## src/shared/ptc_pkg.sv

```systemverilog
// Package for the privilege and trace control block.
// Assumes a 32-bit AXI4-Lite register bus and one core clock.
package ptc_pkg;
  // Register byte offsets
  localparam logic [7:0] PTC_IP_OFF = 8'h00;
  localparam logic [7:0] PTC_AC_OFF = 8'h04;
  localparam logic [7:0] PTC_PC_OFF = 8'h08;
  localparam logic [7:0] PTC_TC_OFF = 8'h0c;
  localparam logic [7:0] PTC_ISTAT_OFF = 8'h10;
  localparam logic [7:0] PTC_IMASK_OFF = 8'h14;

  // Process controls fields
  localparam int PTC_PC_TRC_EN_BIT = 0;
  localparam int PTC_PC_MODE_BIT = 1;
  localparam int PTC_PC_PEND_BIT = 10;
  localparam int PTC_PC_STATE_BIT = 13;
  localparam logic [31:0] PTC_PC_WMASK = 32'h0000_2003;

  // Trace controls fields: seven subtypes
  localparam int PTC_NSUB = 7;
  localparam int PTC_TC_MODE_LSB = 1;
  localparam int PTC_TC_EVT_LSB = 17;

  // Values after reset
  localparam logic [31:0] PTC_IP_RST = 32'h0000_0000;
  localparam logic [31:0] PTC_AC_RST = 32'h0000_0000;
  localparam logic PTC_MODE_RST = 1'b1;
  localparam logic [6:0] PTC_TC_RST = 7'h00;

  // Procedure entry types
  localparam logic [1:0] PTC_ENT_LOCAL = 2'h0;
  localparam logic [1:0] PTC_ENT_SUPER = 2'h2;

  // Interrupt status bits
  localparam int PTC_IRQ_W = 3;
  localparam int PTC_IRQ_TRACE = 0;
  localparam int PTC_IRQ_PRIV = 1;
  localparam int PTC_IRQ_SWITCH = 2;

  localparam logic [1:0] PTC_RESP_OKAY = 2'h0;
  localparam logic [1:0] PTC_RESP_SLVERR = 2'h2;

  typedef enum logic {PTC_WR_IDLE, PTC_WR_RESP} ptc_wr_e;
endpackage : ptc_pkg

```

## src/shared/ptc_trc_if.sv

```systemverilog
// Carrier between the control core and the trace fault unit.
// Assumes both ends share aclk.
`timescale 1ns/1ps
interface ptc_trc_if;
  logic [6:0] evt;
  logic [6:0] mode;
  logic [6:0] hit;
  logic trc_en;
  logic nontrace;
  logic fret;
  logic fault;
  logic pending;
  modport core (output evt, mode, trc_en, nontrace, fret, input hit, fault, pending);
  modport unit (input evt, mode, trc_en, nontrace, fret, output hit, fault, pending);
endinterface : ptc_trc_if

```

## src/ptc_core.sv

```systemverilog
// Privilege and trace control: modes, stacks, system calls, trace faults.
// Assumes core strobes are one-cycle pulses on aclk; AXI4-Lite on aclk.
//
// Functional notes
// - Keep IP, arithmetic, process, trace control words
// - Supervisor entry from user switches mode, stack
// - Supervisor mode: supervisor stack, privileged ops allowed
// - User mode: local stack, privileged ops refused
// - Supervisor stack base from table bytes 12-15
// - Trace enable loads table byte 12 bit 0
// - Trace faults only when trace enable set; a pending trace fault is still raised on return with trace enable clear
// - Process controls bit 10 shows pending trace
// - Non-trace fault first, pending trace on return
// - Trace controls: mode and event per subtype
// - Enabled trace event raises a trace fault
// - System call: target pointer, local versus supervisor
// - Trace handlers located through trace table
// - State flag: program 0, interrupt 1
//
// Decided for this implementation: the placing of the registers and the AXI4-Lite register port.
`timescale 1ns/1ps
module ptc_core (
  // Clock and reset
  input wire logic aclk,
  input wire logic aresetn,
  // AXI4-Lite write
  input wire logic [7:0] s_axi_awaddr,
  input wire logic [2:0] s_axi_awprot,
  input wire logic s_axi_awvalid,
  output logic s_axi_awready,
  input wire logic [31:0] s_axi_wdata,
  input wire logic [3:0] s_axi_wstrb,
  input wire logic s_axi_wvalid,
  output logic s_axi_wready,
  output logic [1:0] s_axi_bresp,
  output logic s_axi_bvalid,
  input wire logic s_axi_bready,
  // AXI4-Lite read
  input wire logic [7:0] s_axi_araddr,
  input wire logic [2:0] s_axi_arprot,
  input wire logic s_axi_arvalid,
  output logic s_axi_arready,
  output logic [31:0] s_axi_rdata,
  output logic [1:0] s_axi_rresp,
  output logic s_axi_rvalid,
  input wire logic s_axi_rready,
  // System calls
  input wire logic sys_call_valid,
  input wire logic [31:0] sys_call_entry,
  input wire logic [31:0] tbl_word12,
  input wire logic sys_return_user,
  // Privileged instructions
  input wire logic priv_attempt,
  input wire logic priv_modify_valid,
  input wire logic [31:0] priv_modify_data,
  // Core state
  input wire logic ip_update_valid,
  input wire logic [31:0] ip_update,
  input wire logic intr_enter,
  input wire logic intr_exit,
  // Trace and faults
  input wire logic [ptc_pkg::PTC_NSUB-1:0] trace_event,
  input wire logic nontrace_fault,
  input wire logic fault_return,
  // Outputs to the core
  output logic super_mode,
  output logic [31:0] sup_stack_base,
  output logic [31:0] call_target,
  output logic call_is_super,
  output logic call_done,
  output logic priv_fault,
  output logic priv_exec,
  output logic trace_fault,
  output logic trace_tbl_sel,
  output logic irq
);
  import ptc_pkg::*;

  ptc_trc_if trc ();

  ptc_trace u_trace (
    .aclk(aclk),
    .aresetn(aresetn),
    .trc(trc)
  );

  logic [31:0] ip_q;
  logic [31:0] ac_q;
  logic trc_en_q;
  logic super_q;
  logic state_q;
  logic [6:0] tc_mode_q;
  logic [6:0] tc_evt_q;
  logic [31:0] sstack_q;
  logic [31:0] target_q;
  logic is_super_q;
  logic done_q;
  logic pfault_q;
  logic pexec_q;
  logic tsel_q;
  logic [PTC_IRQ_W-1:0] stat_q;
  logic [PTC_IRQ_W-1:0] mask_q;
  logic irq_q;

  // Bus slave state
  ptc_wr_e wr_st_q;
  logic awready_q;
  logic wready_q;
  logic bvalid_q;
  logic [1:0] bresp_q;
  logic [7:0] waddr_q;
  logic [31:0] wdata_q;
  logic [3:0] wstrb_q;
  logic arready_q;
  logic rvalid_q;
  logic [1:0] rresp_q;
  logic [31:0] rdata_q;

  logic wr_go;
  logic [31:0] bmask;
  logic wr_ip;
  logic wr_ac;
  logic wr_pc;
  logic wr_tc;
  logic wr_stat;
  logic wr_mask;
  logic wr_hit;
  logic [31:0] pc_word;
  logic [31:0] tc_word;
  logic [31:0] pc_new;
  logic [31:0] tc_new;
  logic to_super;
  logic mod_ok;

  genvar gi;
  generate
    for (gi = 0; gi < 4; gi++) begin : g_bmask
      assign bmask[8*gi +: 8] = {8{wstrb_q[gi]}};
    end
  endgenerate

  assign wr_go = (wr_st_q == PTC_WR_IDLE) && !awready_q && !wready_q;
  assign wr_ip = wr_go && (waddr_q == PTC_IP_OFF);
  assign wr_ac = wr_go && (waddr_q == PTC_AC_OFF);
  assign wr_pc = wr_go && (waddr_q == PTC_PC_OFF);
  assign wr_tc = wr_go && (waddr_q == PTC_TC_OFF);
  assign wr_stat = wr_go && (waddr_q == PTC_ISTAT_OFF);
  assign wr_mask = wr_go && (waddr_q == PTC_IMASK_OFF);
  assign wr_hit = wr_ip || wr_ac || wr_pc || wr_tc || wr_stat || wr_mask;

  always_comb begin
    pc_word = '0;
    pc_word[PTC_PC_TRC_EN_BIT] = trc_en_q;
    pc_word[PTC_PC_MODE_BIT] = super_q;
    pc_word[PTC_PC_PEND_BIT] = trc.pending;
    pc_word[PTC_PC_STATE_BIT] = state_q;
    tc_word = '0;
    tc_word[PTC_TC_MODE_LSB +: PTC_NSUB] = tc_mode_q;
    tc_word[PTC_TC_EVT_LSB +: PTC_NSUB] = tc_evt_q;
  end

  // Reserved bits never land, even if software breaks the zero convention
  assign pc_new = ((pc_word & ~bmask) | (wdata_q & bmask)) & PTC_PC_WMASK;
  assign tc_new = (tc_word & ~bmask) | (wdata_q & bmask);

  assign to_super = sys_call_valid && !super_q
    && (sys_call_entry[1:0] == PTC_ENT_SUPER);
  assign mod_ok = priv_modify_valid && super_q;

  // Write channel: address and data taken in either order
  always_ff @(posedge aclk) begin
    if (!aresetn) begin
      awready_q <= 1'b1;
      waddr_q <= '0;
    end else if (s_axi_awvalid && awready_q) begin
      awready_q <= 1'b0;
      waddr_q <= {s_axi_awaddr[7:2], 2'h0};
    end else if (bvalid_q && s_axi_bready) begin
      awready_q <= 1'b1;
    end
  end

  always_ff @(posedge aclk) begin
    if (!aresetn) begin
      wready_q <= 1'b1;
      wdata_q <= '0;
      wstrb_q <= '0;
    end else if (s_axi_wvalid && wready_q) begin
      wready_q <= 1'b0;
      wdata_q <= s_axi_wdata;
      wstrb_q <= s_axi_wstrb;
    end else if (bvalid_q && s_axi_bready) begin
      wready_q <= 1'b1;
    end
  end

  always_ff @(posedge aclk) begin
    if (!aresetn) begin
      wr_st_q <= PTC_WR_IDLE;
      bvalid_q <= 1'b0;
      bresp_q <= PTC_RESP_OKAY;
    end else begin
      case (wr_st_q)
        PTC_WR_IDLE: begin
          if (wr_go) begin
            wr_st_q <= PTC_WR_RESP;
            bvalid_q <= 1'b1;
            bresp_q <= wr_hit ? PTC_RESP_OKAY : PTC_RESP_SLVERR;
          end
        end
        PTC_WR_RESP: begin
          if (s_axi_bready) begin
            wr_st_q <= PTC_WR_IDLE;
            bvalid_q <= 1'b0;
          end
        end
        default: begin
          wr_st_q <= PTC_WR_IDLE;
          bvalid_q <= 1'b0;
        end
      endcase
    end
  end

  // Read channel: one cycle from address to data
  always_ff @(posedge aclk) begin
    if (!aresetn) begin
      arready_q <= 1'b1;
      rvalid_q <= 1'b0;
      rresp_q <= PTC_RESP_OKAY;
      rdata_q <= '0;
    end else if (s_axi_arvalid && arready_q) begin
      arready_q <= 1'b0;
      rvalid_q <= 1'b1;
      rresp_q <= PTC_RESP_OKAY;
      case ({s_axi_araddr[7:2], 2'h0})
        PTC_IP_OFF: rdata_q <= ip_q;
        PTC_AC_OFF: rdata_q <= ac_q;
        PTC_PC_OFF: rdata_q <= pc_word;
        PTC_TC_OFF: rdata_q <= tc_word;
        PTC_ISTAT_OFF: rdata_q <= {{(32-PTC_IRQ_W){1'b0}}, stat_q};
        PTC_IMASK_OFF: rdata_q <= {{(32-PTC_IRQ_W){1'b0}}, mask_q};
        default: begin
          rdata_q <= '0;
          rresp_q <= PTC_RESP_SLVERR;
        end
      endcase
    end else if (rvalid_q && s_axi_rready) begin
      arready_q <= 1'b1;
      rvalid_q <= 1'b0;
    end
  end

  // Instruction pointer and arithmetic controls
  always_ff @(posedge aclk) begin
    if (!aresetn) begin
      ip_q <= PTC_IP_RST;
      ac_q <= PTC_AC_RST;
    end else begin
      if (ip_update_valid) begin
        ip_q <= ip_update;
      end else if (wr_ip) begin
        ip_q <= (ip_q & ~bmask) | (wdata_q & bmask);
      end
      if (wr_ac) begin
        ac_q <= (ac_q & ~bmask) | (wdata_q & bmask);
      end
    end
  end

  // Execution mode and trace enable; a supervisor switch outranks writes
  always_ff @(posedge aclk) begin
    if (!aresetn) begin
      super_q <= PTC_MODE_RST;
      trc_en_q <= 1'b0;
    end else if (to_super) begin
      super_q <= 1'b1;
      trc_en_q <= tbl_word12[0];
    end else if (mod_ok) begin
      super_q <= priv_modify_data[PTC_PC_MODE_BIT];
      trc_en_q <= priv_modify_data[PTC_PC_TRC_EN_BIT];
    end else if (sys_return_user) begin
      super_q <= 1'b0;
    end else if (wr_pc) begin
      super_q <= pc_new[PTC_PC_MODE_BIT];
      trc_en_q <= pc_new[PTC_PC_TRC_EN_BIT];
    end
  end

  // Program or interrupt state
  always_ff @(posedge aclk) begin
    if (!aresetn) begin
      state_q <= 1'b0;
    end else if (intr_enter) begin
      state_q <= 1'b1;
    end else if (intr_exit) begin
      state_q <= 1'b0;
    end else if (mod_ok) begin
      state_q <= priv_modify_data[PTC_PC_STATE_BIT];
    end else if (wr_pc) begin
      state_q <= pc_new[PTC_PC_STATE_BIT];
    end
  end

  // Trace controls; a detected event wins over a software clear
  always_ff @(posedge aclk) begin
    if (!aresetn) begin
      tc_mode_q <= PTC_TC_RST;
      tc_evt_q <= PTC_TC_RST;
    end else begin
      if (wr_tc) begin
        tc_mode_q <= tc_new[PTC_TC_MODE_LSB +: PTC_NSUB];
        tc_evt_q <= tc_new[PTC_TC_EVT_LSB +: PTC_NSUB] | trc.hit;
      end else begin
        tc_evt_q <= tc_evt_q | trc.hit;
      end
    end
  end

  // System calls
  always_ff @(posedge aclk) begin
    if (!aresetn) begin
      sstack_q <= '0;
      target_q <= '0;
      is_super_q <= 1'b0;
      done_q <= 1'b0;
    end else begin
      done_q <= sys_call_valid;
      if (sys_call_valid) begin
        target_q <= {sys_call_entry[31:2], 2'h0};
        is_super_q <= sys_call_entry[1:0] == PTC_ENT_SUPER;
      end
      if (to_super) begin
        sstack_q <= {tbl_word12[31:2], 2'h0};
      end
    end
  end

  // Privileged instruction check
  always_ff @(posedge aclk) begin
    if (!aresetn) begin
      pfault_q <= 1'b0;
      pexec_q <= 1'b0;
    end else begin
      pfault_q <= (priv_attempt || priv_modify_valid) && !super_q;
      pexec_q <= (priv_attempt || priv_modify_valid) && super_q;
    end
  end

  // Table select: trace table while a trace fault is served
  always_ff @(posedge aclk) begin
    if (!aresetn) begin
      tsel_q <= 1'b0;
    end else if (trc.fault) begin
      tsel_q <= 1'b1;
    end else if (sys_call_valid || fault_return) begin
      tsel_q <= 1'b0;
    end
  end

  // Interrupt status, write one to clear; set wins
  always_ff @(posedge aclk) begin
    if (!aresetn) begin
      stat_q <= '0;
      mask_q <= '0;
      irq_q <= 1'b0;
    end else begin
      stat_q <= (stat_q & ~(wr_stat ? wdata_q[PTC_IRQ_W-1:0] : '0))
        | {to_super, pfault_q, trc.fault};
      if (wr_mask) begin
        mask_q <= wdata_q[PTC_IRQ_W-1:0];
      end
      irq_q <= |(stat_q & mask_q);
    end
  end

  assign trc.evt = trace_event;
  assign trc.mode = tc_mode_q;
  assign trc.trc_en = trc_en_q;
  assign trc.nontrace = nontrace_fault;
  assign trc.fret = fault_return;

  assign s_axi_awready = awready_q;
  assign s_axi_wready = wready_q;
  assign s_axi_bvalid = bvalid_q;
  assign s_axi_bresp = bresp_q;
  assign s_axi_arready = arready_q;
  assign s_axi_rvalid = rvalid_q;
  assign s_axi_rresp = rresp_q;
  assign s_axi_rdata = rdata_q;
  assign super_mode = super_q;
  assign sup_stack_base = sstack_q;
  assign call_target = target_q;
  assign call_is_super = is_super_q;
  assign call_done = done_q;
  assign priv_fault = pfault_q;
  assign priv_exec = pexec_q;
  assign trace_fault = trc.fault;
  assign trace_tbl_sel = tsel_q;
  assign irq = irq_q;
endmodule : ptc_core

```

## src/ptc_trace.sv

```systemverilog
// Trace fault unit: filters events and defers behind other faults.
// Assumes events and fault strobes are one-cycle pulses on aclk.
`timescale 1ns/1ps
module ptc_trace (
  // Clock and reset
  input wire logic aclk,
  input wire logic aresetn,
  // Core side
  ptc_trc_if.unit trc
);
  import ptc_pkg::*;

  logic [6:0] hit_now;
  logic [6:0] hit_q;
  logic fault_q;
  logic pend_q;

  assign hit_now = trc.evt & trc.mode & {PTC_NSUB{trc.trc_en}};

  always_ff @(posedge aclk) begin
    if (!aresetn) begin
      hit_q <= '0;
    end else begin
      hit_q <= hit_now;
    end
  end

  always_ff @(posedge aclk) begin
    if (!aresetn) begin
      fault_q <= 1'b0;
      pend_q <= 1'b0;
    end else if (|hit_now && trc.nontrace) begin
      fault_q <= 1'b0;
      pend_q <= 1'b1;
    end else if (|hit_now) begin
      fault_q <= 1'b1;
    end else if (trc.fret && pend_q) begin
      fault_q <= 1'b1;
      pend_q <= 1'b0;
    end else begin
      fault_q <= 1'b0;
    end
  end

  assign trc.hit = hit_q;
  assign trc.fault = fault_q;
  assign trc.pending = pend_q;
endmodule : ptc_trace

```

## config.mk

```make
export PLATFORM = sky130hd
export DESIGN_NAME = ptc_core
export DESIGN_NICKNAME = d
export VERILOG_FILES = /design/src/shared/ptc_pkg.sv /design/src/shared/ptc_trc_if.sv /design/src/ptc_core.sv /design/src/ptc_trace.sv
export SDC_FILE = /design/constraint.sdc
export NUM_CORES = 1
export LEC_CHECK = 0
export CORE_MARGIN = 2
export CORE_UTILIZATION = 30
export DETAILED_ROUTE_END_ITERATION = 7
export DONT_BUFFER_PORTS = 1
export GPL_TIMING_DRIVEN = 0
export SLEW_MARGIN = 20
export SYNTH_ARGS = -nofsm -noshare
export SYNTH_HDL_FRONTEND = slang
export SYNTH_SLANG_ARGS = --single-unit
```

## constraint.sdc

```tcl
create_clock -name aclk -period 4.47 [get_ports aclk]
set_input_delay 0.447 -clock aclk [delete_from_list [all_inputs] [get_ports aclk]]
set_output_delay 0.447 -clock aclk [all_outputs]
set_load 0.005 [all_outputs]
```

==> flow_metrics.tcl <==
set metrics [dict create \
    io_buffer_count 0 \
    post-route-period-util 0.459 \
    clock_tree.buffer_depth 3 \
    tns_ps 0 \
    crit_required_ps 4940 \
    clockPowerShare 0.455 \
    layout_common_cells "nand2_1, dfxtp_1, mux2i_1" \
    max-cap-violations 0 \
    yosys_warnings 0 \
    grt_max_degree 14 \
    avgSynthCellArea_um2 8.70 \
    clk-insertion-delay-late_ps 550 \
    vias_per_cell 4.92 \
    vias 8011 \
    initial_core_util 0.303 \
    max_slew.worst_pin.slew_ps 1030 \
    setup_ws_ps 2420 \
    rrSetupSlack_ps 2420 \
    outcome "finished, final reports clean" \
    synth-seq-area-share 0.498 \
    pwr-share-comb 0.067 \
    finalMaxSlewViolations 0 \
    dp_slack_ps 1850 \
    worst_setup_path_end_kind "register" \
    timing.hold.ws_ps 20.9 \
    syn_inst 1127 \
    rsz0062_at_grt "false" \
    drive_gt1_frac 0.0753 \
    max_clock_freq_ghz 0.488 \
    placed_area_um2 10400 \
    drt_iter0_drc 438 \
    vdd_drop_max_v 0.000287 \
    drt_first_pass_iters 5 \
    htreeDepth 1 \
    nFillCells 3430 \
    startpoint_type "register" \
    crit_chain "buf_2 > nor4_1 > nand3_1 > o21ai_0 > mux2i_1" \
    clk_pin_slew_worst_paths_ps 60 \
    overflow 0 \
    clkSinkCount 244 \
    synth_edf_count 0 \
    grt_pass1_wl_um 48800 \
    ys_types 52 \
    path_class "register to register" \
    cts_buffers 27 \
    hold_viol 0 \
    dp_hpwl_um 25800 \
    syn_to_final_growth_pct 15.1 \
    design_area_um2 11300 \
    grt_use_total 0.193 \
    fin_crit_ps 2050 \
    power.leakage_nw 4.24 \
    die_h_um 185 \
    routabilityCongestion 0.866 \
    cpLargestDelayFamily "simple AND/OR/NAND/NOR gates" \
    pwr-share-seq 0.478 \
    relSlewSlack 0.314 \
    placementRows 66 \
    fin_util 0.348 \
    hold_path_class "input port to register" \
    slowest_delay_ps 700 \
    powerDensity_nw_per_um2 430 \
    crit_buf_inv 1 \
    p_sw_w 0.00121 \
    grt_pass1_vias 7927 \
    crit_path_top_delay_cell "nor4_1" \
    core_um2 32400 \
    num-nets-final 1373 \
    critPathMaxFanout 10 \
    async_reset_ff_frac 0 \
    io_pins 322 \
    dieArea_um2 34100 \
    switching_share 0.250 \
    synth-seq-cells 244 \
    setup_viol 0 \
    synth_ff_type "dfxtp_1" \
    drc 0 \
    ant_nets 0 \
    final_common_cell "nand2_1" \
    intPower_w 0.00364 \
    antenna_found_initial 7 \
    die_x_um 185 \
    ctsResizeCount 0 \
    worstPathArrival_ps 2520 \
    cts_tree "done" \
    post_drt_wl_per_cell_um 20.6 \
    routed_wl_um 33600 \
    cts-root-buf "clkbuf_16" \
    synth_area_um2 9800 \
    skew_ps 5.66 \
]
[Yosys cell counts (all sizes together) (3+ instances only)]
cell type    n  area [µm²]
a211oi      18         135
a21boi       3        22.5
a21oi      112         561
a22o        14         123
a311oi       8        70.1
a31oi        5        31.3
a41o         3        30.0
and2         8        50.1
and3        14        87.6
buf         32         178
clkbuf      53         199
dfxtp      244        4880
inv         16        60.1
mux2         3        33.8
mux2i      123        1230
nand2      272        1020
nand2b       3        21.3
nand3b       8        60.1
nand4        5        37.5
nor2        92         345
nor2b        6        37.5
nor3         6        57.6
o21a         5        37.5
o21ai       48         278
[power groups by stage]
stage / clock, W / combinational [W] / sequential (W)
2_1_floorplan: 0 / 0.000229 / 0.00234
3_3_place_gp: 0 / 0.000319 / 0.00236
3_5_place_dp: 0 / 0.000326 / 0.00236
4_1_cts: 0.00224 / 0.000329 / 0.00232
5_1_grt: 0.00233 / 0.000364 / 0.00233
6_report: 0.00220 / 0.000326 / 0.00232
[routing by layer]
metal | vias up | global-route usage | part of all wire | wire length (µm)
li1 | 3912 | - | - | -
met1 | 3699 | 0.230 | 0.41 | 13600
met2 | 326 | 0.322 | 0.46 | 15400
met3 | 70 | 0.0599 | 0.094 | 3160
met4 | 4 | 0.0759 | 0.039 | 1320
met5 | - | 0 | 0.00086 | 29
[what timing repair did]
action	CTS	global route
endpoints found under the hold margin	3	0
hold buffers	3	0
setup buffers	0	0
[through the flow]
step / cells / total power [W]
after floorplan: 1132 / 0.00257
after global placement: 1574 / 0.00268
after detailed placement: 1574 / 0.00269
after CTS: 1624 / 0.00488
after global routing: 1628 / 0.00502
final: 1629 / 0.00485
[cell type report]
type | count | area (µm²) | share of cell area
clock buffers | 40 | 795 | 0.0704
plain buffers | 85 | 377 | 0.0334
inverters | 16 | 60.1 | 0.00532
diodes | 5 | 12.5 | 0.00111
flip-flops and latches | 244 | 4880 | 0.433
well taps | 442 | 553 | 0.0490
multi-input cells | 787 | 4500 | 0.399
repair buffers | 3 | 30.0 | 0.00266
clock inverters | 7 | 70.1 | 0.00621
[worst paths after layout]
kind         depth (start not counted)                             to                           from
max reg2reg                          5                       register        waddr_q[2]$_SDFFE_PN0P_
min                                  2  u_trace.trc.hit[6]$_SDFF_PN0_                 trace_event[6]
max                                  5                       register        waddr_q[2]$_SDFFE_PN0P_
min reg2reg                          2         tc_evt_q[5]$_SDFF_PN0_  u_trace.trc.hit[5]$_SDFF_PN0_
[cells by family (layout without fill, tap and decap cells)]
family | Yosys count | count (layout) | synth area share
AND/OR/NAND/NOR | 428 | 428 | 0.187
flip-flops | 244 | 244 | 0.498
AO/OA/AOI/OAI | 227 | 227 | 0.141
multiplexers | 126 | 126 | 0.129
buffers and inverters | 101 | 151 | 0.0446
other | 1 | 11 | 0.000383
Note: power is estimated with default switching activity, not from simulation.
